[src/dual_mac_pkg.sv]
`default_nettype none

package dual_mac_pkg;

   // Register byte offsets on the APB slave; each register is one aligned word.
   localparam logic [7:0] CTRL_OFFSET = 8'h00;
   localparam logic [7:0] STATUS_OFFSET = 8'h04;
   localparam logic [7:0] ACC1_LO_OFFSET = 8'h08;
   localparam logic [7:0] ACC1_HI_OFFSET = 8'h0c;
   localparam logic [7:0] ACC2_LO_OFFSET = 8'h10;
   localparam logic [7:0] ACC2_HI_OFFSET = 8'h14;

   // Field positions in the control register.
   localparam int FRACTIONAL_MODE_BIT = 0;
   localparam int SATURATE_MULTIPLY_MODE_BIT = 1;
   localparam int SIGN_EXTENSION_MODE_BIT = 2;
   localparam int ROUNDING_MODE_BIT = 3;
   localparam int SATURATION_MODE_D_BIT = 4;
   localparam int WIDE_OVERFLOW_MODE_BIT = 5;
   localparam int CTRL_WIDTH = 6;

   // Field positions in the status register.
   localparam int FIRST_ACC_OVERFLOW_BIT = 0;
   localparam int SECOND_ACC_OVERFLOW_BIT = 1;

   // Reset values.
   localparam logic [5:0] CTRL_RESET = 6'h04;
   localparam logic [39:0] ACC_RESET = 40'h0000000000;

   // Arithmetic constants of the MAC lanes.
   localparam logic [16:0] MIN_OPERAND17 = 17'h18000;
   localparam logic [31:0] PRODUCT_SAT = 32'h7fffffff;
   localparam logic [40:0] ROUND_ADD = 41'h00000008000;
   localparam logic [15:0] ROUND_HALF = 16'h8000;
   localparam logic [39:0] SAT40_POS = 40'h7fffffffff;
   localparam logic [39:0] SAT40_NEG = 40'h8000000000;
   localparam logic [39:0] SAT32_POS = 40'h007fffffff;
   localparam logic [39:0] SAT32_NEG = 40'hff80000000;
   localparam int ACC_SHIFT = 16;

   // Instruction word pattern of the high/low dual-coefficient form.
   localparam logic [7:0] HILO_LEAD_BYTE = 8'hfd;
   localparam logic [5:0] HILO_THIRD_TOP = 6'h05;

   // Operation forms of the dual MAC instruction.
   typedef enum logic [2:0] {
      OP_PLAIN,
      OP_SHIFT_FIRST,
      OP_SHIFT_BOTH,
      OP_HILO,
      OP_HILO_SHIFT_FIRST,
      OP_HILO_SHIFT_BOTH
   } op_kind_t;

endpackage

`default_nettype wire

[src/mac_lane.sv]
`default_nettype none

module mac_lane (
   input wire logic [15:0] data_word,
   input wire logic [15:0] coef_word,
   input wire logic data_uns,
   input wire logic coef_uns,
   input wire logic sign_extension_mode,
   input wire logic fractional_mode,
   input wire logic saturate_multiply_mode,
   input wire logic rounding_mode,
   input wire logic round_en,
   input wire logic wide_overflow_mode,
   input wire logic saturation_mode_d,
   input wire logic shift_src,
   input wire logic lane_en,
   input wire logic [39:0] acc_in,
   output logic [39:0] acc_out,
   output logic overflow
);

   // Widens a memory word to the 17-bit multiplier input.
   function automatic logic [16:0] extend17(input logic [15:0] w, input logic uns,
                                            input logic sxm);
      if (uns) begin
         return {1'b0, w};
      end
      return {sxm & w[15], w};
   endfunction

   logic [16:0] data17;
   logic [16:0] coef17;
   logic signed [33:0] prod_full;
   logic [31:0] prod32;
   logic [31:0] prod_final;
   logic [39:0] src;
   logic [40:0] sum;
   logic [40:0] rsum;
   logic ov;
   logic [39:0] result;

   ////////////////////////////////////////////////////////////////////////////
   // Multiplier with fractional shift and product saturation.
   always_comb begin
      data17 = extend17(data_word, data_uns, sign_extension_mode);
      coef17 = extend17(coef_word, coef_uns, sign_extension_mode);
      prod_full = $signed(data17) * $signed(coef17);
      prod32 = prod_full[31:0];
      if (fractional_mode) begin
         prod32 = {prod32[30:0], 1'b0};
      end
      // Only -1 times -1 in fractional form leaves the 32-bit range.
      prod_final = prod32;
      if (saturate_multiply_mode && fractional_mode && data17 == dual_mac_pkg::MIN_OPERAND17 &&
          coef17 == dual_mac_pkg::MIN_OPERAND17) begin
         prod_final = dual_mac_pkg::PRODUCT_SAT;
      end
   end

   ////////////////////////////////////////////////////////////////////////////
   // Accumulation, rounding, overflow detection and saturation.
   always_comb begin
      src = acc_in;
      if (shift_src) begin
         src = {{dual_mac_pkg::ACC_SHIFT{acc_in[39]}}, acc_in[39:16]};
      end
      sum = {src[39], src} + {{9{prod_final[31]}}, prod_final};
      rsum = sum;
      if (round_en) begin
         rsum = sum + dual_mac_pkg::ROUND_ADD;
         // Unbiased rounding breaks an exact tie towards an even upper part.
         if (rounding_mode && sum[15:0] == dual_mac_pkg::ROUND_HALF) begin
            rsum[16] = 1'b0;
         end
         rsum[15:0] = 16'h0000;
      end
      if (wide_overflow_mode) begin
         ov = rsum[40] != rsum[39];
      end else begin
         ov = !((&rsum[40:31]) || !(|rsum[40:31]));
      end
      result = rsum[39:0];
      if (ov && saturation_mode_d) begin
         if (wide_overflow_mode) begin
            result = rsum[40] ? dual_mac_pkg::SAT40_NEG : dual_mac_pkg::SAT40_POS;
         end else begin
            result = rsum[40] ? dual_mac_pkg::SAT32_NEG : dual_mac_pkg::SAT32_POS;
         end
      end
      acc_out = lane_en ? result : acc_in;
      overflow = lane_en & ov;
   end

endmodule // mac_lane

`default_nettype wire

[src/dual_mac_coefficient_datapath.sv]
// Design decisions made here: register access over APB and the placing of the registers.
`default_nettype none

module dual_mac_coefficient_datapath #(
   parameter int ADDR_WIDTH = 23
) (
   input wire logic clock,
   input wire logic sys_rst,
   // APB slave.
   input wire logic psel,
   input wire logic penable,
   input wire logic pwrite,
   input wire logic [7:0] paddr,
   input wire logic [31:0] pwdata,
   output logic pready,
   output logic [31:0] prdata,
   output logic pslverr,
   // Instruction issue from the core.
   input wire logic op_valid,
   input wire dual_mac_pkg::op_kind_t op_kind,
   input wire logic word_valid,
   input wire logic [31:0] instr_word,
   input wire logic uns_x,
   input wire logic uns_y,
   input wire logic uns_c,
   input wire logic round_qualifier,
   input wire logic wide_keyword,
   input wire logic modify_only_x,
   input wire logic modify_only_y,
   input wire logic modify_only_c,
   // Operand buses.
   input wire logic [15:0] xmem_data,
   input wire logic [15:0] ymem_data,
   input wire logic [15:0] coefficient_bus_data,
   input wire logic [15:0] d_read_bus_data,
   input wire logic [15:0] b_read_bus_data,
   input wire logic [15:0] b2_read_bus_data,
   input wire logic [ADDR_WIDTH-1:0] effective_address,
   // Address side and results.
   output logic [ADDR_WIDTH-1:0] coef_high_addr,
   output logic [ADDR_WIDTH-1:0] coef_low_addr,
   output logic coefficient_bus_fetch,
   output logic hilo_fetch,
   output logic pointer_update_x,
   output logic pointer_update_y,
   output logic pointer_update_c,
   output logic [39:0] first_accumulator,
   output logic [39:0] second_accumulator,
   output logic first_acc_overflow_flag,
   output logic second_acc_overflow_flag
);

   if (ADDR_WIDTH < 2 || ADDR_WIDTH > 32) begin : g_bad_width
      $error("ADDR_WIDTH must lie between 2 and 32");
   end

   typedef struct packed {
      logic [dual_mac_pkg::CTRL_WIDTH-1:0] ctrl;
      logic ov1;
      logic ov2;
      logic [39:0] acc1;
      logic [39:0] acc2;
      logic [31:0] rdata;
      logic slverr;
   } state_t;

   state_t st_q;
   state_t st_d;

   ////////////////////////////////////////////////////////////////////////////
   // Decoding helpers.

   // Recognises the high/low dual-coefficient form in a full instruction word.
   function automatic logic is_hilo_word(input logic [31:0] w);
      return w[31:24] == dual_mac_pkg::HILO_LEAD_BYTE &&
             w[15:10] == dual_mac_pkg::HILO_THIRD_TOP;
   endfunction

   // True for any form that fetches a long coefficient pair.
   function automatic logic is_hilo(input dual_mac_pkg::op_kind_t k);
      return k == dual_mac_pkg::OP_HILO || k == dual_mac_pkg::OP_HILO_SHIFT_FIRST ||
             k == dual_mac_pkg::OP_HILO_SHIFT_BOTH;
   endfunction

   // Address decode shared by the write strobe and the error answer.
   function automatic logic is_mapped(input logic [7:0] a);
      return a == dual_mac_pkg::CTRL_OFFSET || a == dual_mac_pkg::STATUS_OFFSET ||
             a == dual_mac_pkg::ACC1_LO_OFFSET || a == dual_mac_pkg::ACC1_HI_OFFSET ||
             a == dual_mac_pkg::ACC2_LO_OFFSET || a == dual_mac_pkg::ACC2_HI_OFFSET;
   endfunction

   ////////////////////////////////////////////////////////////////////////////
   // Operation form and lane steering.

   dual_mac_pkg::op_kind_t kind;
   logic hilo;
   logic shift_first;
   logic shift_second;
   logic lane1_en;
   logic lane2_en;
   logic wide_eff;
   logic [15:0] lane1_data;
   logic [15:0] lane1_coef;
   logic [15:0] lane2_data;
   logic [15:0] lane2_coef;
   logic lane1_data_uns;
   logic lane2_data_uns;
   logic [39:0] lane1_acc;
   logic [39:0] lane2_acc;
   logic lane1_ov;
   logic lane2_ov;

   // A recognised instruction word overrides the decoded form from the core.
   always_comb begin
      kind = op_kind;
      if (word_valid && is_hilo_word(instr_word)) begin
         kind = dual_mac_pkg::OP_HILO;
      end
      hilo = is_hilo(kind);
      shift_first = 1'b0;
      shift_second = 1'b0;
      unique case (kind)
         dual_mac_pkg::OP_PLAIN, dual_mac_pkg::OP_HILO: begin
            shift_first = 1'b0;
         end
         dual_mac_pkg::OP_SHIFT_FIRST, dual_mac_pkg::OP_HILO_SHIFT_FIRST: begin
            shift_first = 1'b1;
         end
         dual_mac_pkg::OP_SHIFT_BOTH, dual_mac_pkg::OP_HILO_SHIFT_BOTH: begin
            shift_first = 1'b1;
            shift_second = 1'b1;
         end
         default: begin
            shift_first = 1'b0;
         end
      endcase
   end

   // An X pointer-only flow, or a Y one outside the high/low form, takes its lane out of the
   // multiply, and a coefficient pointer-only flow removes the coefficient that both lanes would share.
   always_comb begin
      lane1_en = op_valid && !modify_only_c && !modify_only_x;
      lane2_en = op_valid && !modify_only_c && !(modify_only_y && !hilo);
      wide_eff = st_q.ctrl[dual_mac_pkg::WIDE_OVERFLOW_MODE_BIT] | wide_keyword;
      if (hilo) begin
         lane1_data = d_read_bus_data;
         lane2_data = d_read_bus_data;
         lane1_coef = b_read_bus_data;
         lane2_coef = b2_read_bus_data;
         lane1_data_uns = uns_x;
         lane2_data_uns = uns_x;
      end else begin
         lane1_data = xmem_data;
         lane2_data = ymem_data;
         lane1_coef = coefficient_bus_data;
         lane2_coef = coefficient_bus_data;
         lane1_data_uns = uns_x;
         lane2_data_uns = uns_y;
      end
   end

   ////////////////////////////////////////////////////////////////////////////
   // The two MAC units; both settle in the same cycle as the issue.

   mac_lane u_mac_unit_one (
      .data_word(lane1_data),
      .coef_word(lane1_coef),
      .data_uns(lane1_data_uns),
      .coef_uns(uns_c),
      .sign_extension_mode(st_q.ctrl[dual_mac_pkg::SIGN_EXTENSION_MODE_BIT]),
      .fractional_mode(st_q.ctrl[dual_mac_pkg::FRACTIONAL_MODE_BIT]),
      .saturate_multiply_mode(st_q.ctrl[dual_mac_pkg::SATURATE_MULTIPLY_MODE_BIT]),
      .rounding_mode(st_q.ctrl[dual_mac_pkg::ROUNDING_MODE_BIT]),
      .round_en(round_qualifier),
      .wide_overflow_mode(wide_eff),
      .saturation_mode_d(st_q.ctrl[dual_mac_pkg::SATURATION_MODE_D_BIT]),
      .shift_src(shift_first),
      .lane_en(lane1_en),
      .acc_in(st_q.acc1),
      .acc_out(lane1_acc),
      .overflow(lane1_ov)
   );

   mac_lane u_mac_unit_two (
      .data_word(lane2_data),
      .coef_word(lane2_coef),
      .data_uns(lane2_data_uns),
      .coef_uns(uns_c),
      .sign_extension_mode(st_q.ctrl[dual_mac_pkg::SIGN_EXTENSION_MODE_BIT]),
      .fractional_mode(st_q.ctrl[dual_mac_pkg::FRACTIONAL_MODE_BIT]),
      .saturate_multiply_mode(st_q.ctrl[dual_mac_pkg::SATURATE_MULTIPLY_MODE_BIT]),
      .rounding_mode(st_q.ctrl[dual_mac_pkg::ROUNDING_MODE_BIT]),
      .round_en(round_qualifier),
      .wide_overflow_mode(wide_eff),
      .saturation_mode_d(st_q.ctrl[dual_mac_pkg::SATURATION_MODE_D_BIT]),
      .shift_src(shift_second),
      .lane_en(lane2_en),
      .acc_in(st_q.acc2),
      .acc_out(lane2_acc),
      .overflow(lane2_ov)
   );

   ////////////////////////////////////////////////////////////////////////////
   // Coefficient addressing and pointer strobes toward the address generators.

   // The partner word of an aligned long coefficient sits at the other parity.
   always_comb begin
      coef_high_addr = effective_address;
      if (effective_address[0]) begin
         coef_low_addr = effective_address - ADDR_WIDTH'(1);
      end else begin
         coef_low_addr = effective_address + ADDR_WIDTH'(1);
      end
      coefficient_bus_fetch = op_valid && !hilo && !modify_only_c;
      hilo_fetch = op_valid && hilo && !modify_only_c;
      pointer_update_x = op_valid;
      pointer_update_y = op_valid && !hilo;
      pointer_update_c = op_valid;
   end

   ////////////////////////////////////////////////////////////////////////////
   // Next state: accumulators, sticky flags and the APB slave.

   logic setup;
   logic wr;
   logic [31:0] rd_word;

   always_comb begin
      setup = psel && !penable;
      wr = psel && penable && pwrite && is_mapped(paddr);
      st_d = st_q;
      // Software loads go first so that a same-cycle issue overrides them.
      if (wr) begin
         unique case (paddr)
            dual_mac_pkg::CTRL_OFFSET: begin
               st_d.ctrl = pwdata[dual_mac_pkg::CTRL_WIDTH-1:0];
            end
            dual_mac_pkg::STATUS_OFFSET: begin
               st_d.ov1 = st_q.ov1 & !pwdata[dual_mac_pkg::FIRST_ACC_OVERFLOW_BIT];
               st_d.ov2 = st_q.ov2 & !pwdata[dual_mac_pkg::SECOND_ACC_OVERFLOW_BIT];
            end
            dual_mac_pkg::ACC1_LO_OFFSET: begin
               st_d.acc1[31:0] = pwdata;
            end
            dual_mac_pkg::ACC1_HI_OFFSET: begin
               st_d.acc1[39:32] = pwdata[7:0];
            end
            dual_mac_pkg::ACC2_LO_OFFSET: begin
               st_d.acc2[31:0] = pwdata;
            end
            dual_mac_pkg::ACC2_HI_OFFSET: begin
               st_d.acc2[39:32] = pwdata[7:0];
            end
            default: begin
               st_d.slverr = st_q.slverr;
            end
         endcase
      end
      // Both lanes commit together at the edge after issue, every cycle if
      // needed, so a repeated instruction streams one result pair per cycle.
      if (op_valid) begin
         st_d.acc1 = lane1_acc;
         st_d.acc2 = lane2_acc;
      end
      // An overflow in the clearing cycle still sets its flag.
      if (lane1_ov) begin
         st_d.ov1 = 1'b1;
      end
      if (lane2_ov) begin
         st_d.ov2 = 1'b1;
      end
      // Read data and error are latched in setup and held through access.
      rd_word = 32'h00000000;
      unique case (paddr)
         dual_mac_pkg::CTRL_OFFSET: begin
            rd_word[dual_mac_pkg::CTRL_WIDTH-1:0] = st_q.ctrl;
         end
         dual_mac_pkg::STATUS_OFFSET: begin
            rd_word[dual_mac_pkg::FIRST_ACC_OVERFLOW_BIT] = st_q.ov1;
            rd_word[dual_mac_pkg::SECOND_ACC_OVERFLOW_BIT] = st_q.ov2;
         end
         dual_mac_pkg::ACC1_LO_OFFSET: begin
            rd_word = st_q.acc1[31:0];
         end
         dual_mac_pkg::ACC1_HI_OFFSET: begin
            rd_word[7:0] = st_q.acc1[39:32];
         end
         dual_mac_pkg::ACC2_LO_OFFSET: begin
            rd_word = st_q.acc2[31:0];
         end
         dual_mac_pkg::ACC2_HI_OFFSET: begin
            rd_word[7:0] = st_q.acc2[39:32];
         end
         default: begin
            rd_word = 32'h00000000;
         end
      endcase
      if (setup) begin
         st_d.rdata = pwrite ? 32'h00000000 : rd_word;
         st_d.slverr = !is_mapped(paddr);
      end
   end

   // Single register stage for all state.
   always_ff @(posedge clock) begin
      if (sys_rst) begin
         st_q <= '{ctrl: dual_mac_pkg::CTRL_RESET, ov1: 1'b0, ov2: 1'b0,
                   acc1: dual_mac_pkg::ACC_RESET, acc2: dual_mac_pkg::ACC_RESET,
                   rdata: 32'h00000000, slverr: 1'b0};
      end else begin
         st_q <= st_d;
      end
   end

   ////////////////////////////////////////////////////////////////////////////
   // Outputs.

   // The slave never inserts wait states; data is ready from the setup edge.
   assign pready = 1'b1;
   assign prdata = st_q.rdata;
   assign pslverr = st_q.slverr;
   assign first_accumulator = st_q.acc1;
   assign second_accumulator = st_q.acc2;
   assign first_acc_overflow_flag = st_q.ov1;
   assign second_acc_overflow_flag = st_q.ov2;

endmodule // dual_mac_coefficient_datapath

`default_nettype wire

[config.mk]
export PLATFORM = sky130hd
export DESIGN_NAME = dual_mac_coefficient_datapath
export DESIGN_NICKNAME = d
export VERILOG_FILES = /design/src/dual_mac_pkg.sv /design/src/mac_lane.sv /design/src/dual_mac_coefficient_datapath.sv
export SDC_FILE = /design/constraint.sdc
export NUM_CORES = 2
export LEC_CHECK = 0
export BUFFER_PORTS_ARGS = -buffer_cell sky130_fd_sc_hd__buf_2
export CORE_AREA = 5 5 347 383
export DETAILED_ROUTE_END_ITERATION = 8
export DIE_AREA = 0 0 352 388
export PLACE_DENSITY = 0.48
export SETUP_SLACK_MARGIN = 0.3
export SLEW_MARGIN = 20
export SYNTH_ARGS = -nofsm -noshare
export SYNTH_HDL_FRONTEND = slang
export SYNTH_SLANG_ARGS = --single-unit
[constraint.sdc]
create_clock -name clock -period 24.2 [get_ports clock]
set_input_delay 1.21 -clock clock [delete_from_list [all_inputs] [get_ports clock]]
set_output_delay 1.21 -clock clock [all_outputs]
set_load 0.02 [all_outputs]
==> impl_metrics.json <==
{
  "synth_xor_area_share_pct": 4.420,
  "grt_pass1_vias": 34746,
  "clk_latency_ns": 0.43,
  "rows": 138,
  "fin_nets": 6021,
  "synthCells": 4925,
  "io_pins": 376,
  "port_buffers": 356,
  "timing.final.ws_setup_ns": 7.882,
  "hp-class": "reg -> reg",
  "place_hpwl_um": 126400,
  "synth_fa_ha_area_share_pct": 38.10,
  "cap_violations": 0,
  "grt_max_degree": 83,
  "layout.cells.non_filler": 6682,
  "path_clk_slew_ns": 0.06,
  "synth_cell_type_count": 122,
  "worstPathRequired_ns": 24.52,
  "finalSetupViolCount": 0,
  "yosys_warnings": 0,
  "cts_tree": "built",
  "drive_gt1_share_pct": 11.16,
  "status": "finished, final reports clean",
  "place.gp.congestion": 0.9673,
  "grt_pass1_wl_um": 224500,
  "placedCellCount": 6649,
  "ant_nets": 0,
  "overflow": 0,
  "path_delay_family": "simple AND/OR/NAND/NOR gates",
  "die_h_um": 388,
  "numCtsBuffers": 17,
  "die_area_um2": 136600,
  "cts-htree-levels": 4,
  "synth_top_cell_by_area": "fa_1",
  "firstDrtPassIters": 6,
  "async_flop_share_pct": 0,
  "max_stage_delay_ns": 0.69,
  "cts_hold_repair.buffers": 0,
  "start_kind": "input port",
  "end_kind": "register",
  "post_cts_resized": 0,
  "crit_buf_inv": 8,
  "hold_viol": 0,
  "period_needed_ns": 16.32,
  "grt_util_all_layers_pct": 21.33,
  "drc": 0,
  "core_area_um2": 128300,
  "synth_seq_area_share_pct": 6.338,
  "setup_tns_ns": 0,
  "synth_compound_area_share_pct": 16.55,
  "slew_headroom_pct": 30.89,
  "wl_per_cell_um": 22.54,
  "avgViaCountPerCell": 5.244,
  "area_delta_synth_final_pct": 7.795,
  "rsz0062_at_grt": "no",
  "die_x_um": 352,
  "clock-skew-final_ns": 0.01076,
  "final.period_utilization_pct": 67.43,
  "start_util_pct": 29.79,
  "muxShareOfSynthArea_pct": 2.072,
  "cp_slowest_cell": "and2_1",
  "worst_pin_slew_ns": 1.032,
  "antenna_found_initial": 5,
  "clock_sink_count": 121,
  "synth_edf_count": 0,
  "synth_area_um2": 38220,
  "fmax_ghz": 0.06128,
  "num_vias": 35043,
  "dp_slack_ns": 7.621,
  "synth_top_family_by_area": "adder cells",
  "drt_first_iter_violations": 2662,
  "synth_flop_cell": "dfxtp_1",
  "wirelength_um": 150600,
  "worst-endpoint-arrival_ns": 16.63,
  "cts_root_buf": "clkbuf_16",
  "path_class": "in -> reg",
  "synth_area_leaders": "fa_1 30%, ha_1 8.4%, nand2_1 7.7%",
  "post-cts-setup-buffers": 0,
  "synthSimpleGateAreaFrac_pct": 20.82,
  "fin_util_pct": 32.11,
  "synth_fp_nets": 5958,
  "synth_top_area_share_pct": 29.65,
  "ys_ff_latch": 121,
  "cts.path.max_buffers": 2,
  "avgSynthCellArea_um2": 7.760,
  "drv_slew": 0,
  "cp_max_fo": 36
}
-- logic make-up (layout without fill, tap and decap cells) --
| kind of cell | Yosys count | after routing |
|---|---|---|
| adder cells (fa/ha/maj) | 824 | 824 |
| buffers and inverters | 1039 | 1115 |
| flip-flops | 121 | 121 |
| multiplexers | 75 | 75 |
| other | 1 | 2 |
| XOR/XNOR | 192 | 192 |
| AND/OR/NAND/NOR | 1771 | 1771 |
| AO/OA/AOI/OAI | 902 | 902 |
-- path summary, 6_finish.rpt --
kind	startpoint	cells past startpoint	slack, ns	endpoint
max	instr_word[14]	53	7.88	first_accumulator[17]
min	prdata[1]	2	0.48	prdata[1]
max reg2reg	st_q[117]	48	10.01	first_accumulator[17]
min reg2reg	prdata[1]	2	0.48	prdata[1]
-- routing by layer --
metal	part of all wire, %	up-vias	global-route usage (%)
met5	0.018	-	0
met2	43	1404	33.43
li1	-	16228	-
met3	7.7	216	3.751
met4	3.6	4	6.634
met1	45	17191	29.94
-- Yosys cell counts, drive strengths merged (8+ instances only) --
| library cell | n |
|---|---|
| nor4 | 55 |
| a21boi | 8 |
| nor3 | 79 |
| inv | 685 |
| a41oi | 9 |
| and3 | 31 |
| nand2b | 36 |
| a211oi | 41 |
| o211ai | 42 |
| or3 | 18 |
| or4 | 15 |
| nand2 | 785 |
| a2111oi | 15 |
| nand3 | 79 |
| mux2i | 45 |
| xnor2 | 123 |
| clkbuf | 171 |
| a21o | 91 |
| o31ai | 17 |
| nor2 | 488 |
| o21a | 37 |
| a211o | 12 |
| a31o | 8 |
| nor2b | 24 |
| fa | 566 |
| a22oi | 56 |
| a31oi | 36 |
| nand4 | 33 |
| ha | 258 |
| and2 | 69 |
| nand3b | 10 |
| or2 | 12 |
| xor2 | 69 |
| buf | 183 |
| o21bai | 33 |
| dfxtp | 121 |
| o221ai | 12 |
| mux2 | 30 |
| a21oi | 192 |
| a22o | 31 |
| o21ai | 171 |
| nor3b | 8 |
| a221o | 9 |
-- state kept, by name, summed over array words and instances, names as in the netlist --
signal	count
first_accumulator	40
second_accumulator	40
second_acc_overflow_flag	1
st_q	6
prdata	32
first_acc_overflow_flag	1
pslverr	1
-- cell type report --
cell class / count / area, µm²
Fill cell: 13990 / 87090
Tap cell: 1680 / 2102
Antenna cell: 1 / 2.502
Timing Repair Buffer: 398 / 2097
Clock inverter: 11 / 145.1
Inverter: 685 / 2571
Sequential cell: 121 / 2426
Clock buffer: 21 / 470.5
Multi-Input combinational cell: 3765 / 31380
-- tightest hold or removal path: cells and delay by family (launching register included) --
kind	cells	cell delay, ns
AND/OR/NAND/NOR	1	0.07
flip-flops	1	0.32
AO/OA/AOI/OAI	1	0.06
-- per-stage QoR --
| stage | cell area [µm²] | hold WS [ns] |
|---|---|---|
| CTS | 41180 | 0.4839 |
| global route | 41190 | 0.5065 |
| global placement | 40570 | 0.4827 |
| finish | 41200 | 0.4847 |
| detailed placement | 40570 | 0.4705 |
| floorplan | 38220 | 0.4480 |
-- cell usage in the layout (no fill, tap or decap), types with 17 or more instances in the layout --
cell type	netlist	layout
nand4_1	32	32
inv_1	684	683
ha_1	258	258
and3_1	30	30
buf_2	19	356
dfxtp_1	121	120
a22o_1	31	31
nor2b_1	24	24
nand2b_1	36	36
o21ai_0	124	124
nor2_1	487	484
a22oi_1	56	56
xor2_1	69	69
mux2i_1	44	41
nand2_1	783	780
a21oi_1	190	189
o211ai_1	40	40
o21bai_1	32	32
a31oi_1	34	33
xnor2_1	122	122
nand3_1	77	77
a211oi_1	33	33
or3_1	17	17
o21ai_1	44	44
o21a_1	35	35
and2_1	67	66
buf_4	139	42
a21o_1	91	91
fa_1	566	566
mux2_2	30	30
clkbuf_16	0	17
nor4_1	51	51
nor3_1	73	71
Power is left out: the tool's default activity adds up to more than one toggle a clock period on the data nets, which glitch-free logic cannot reach.
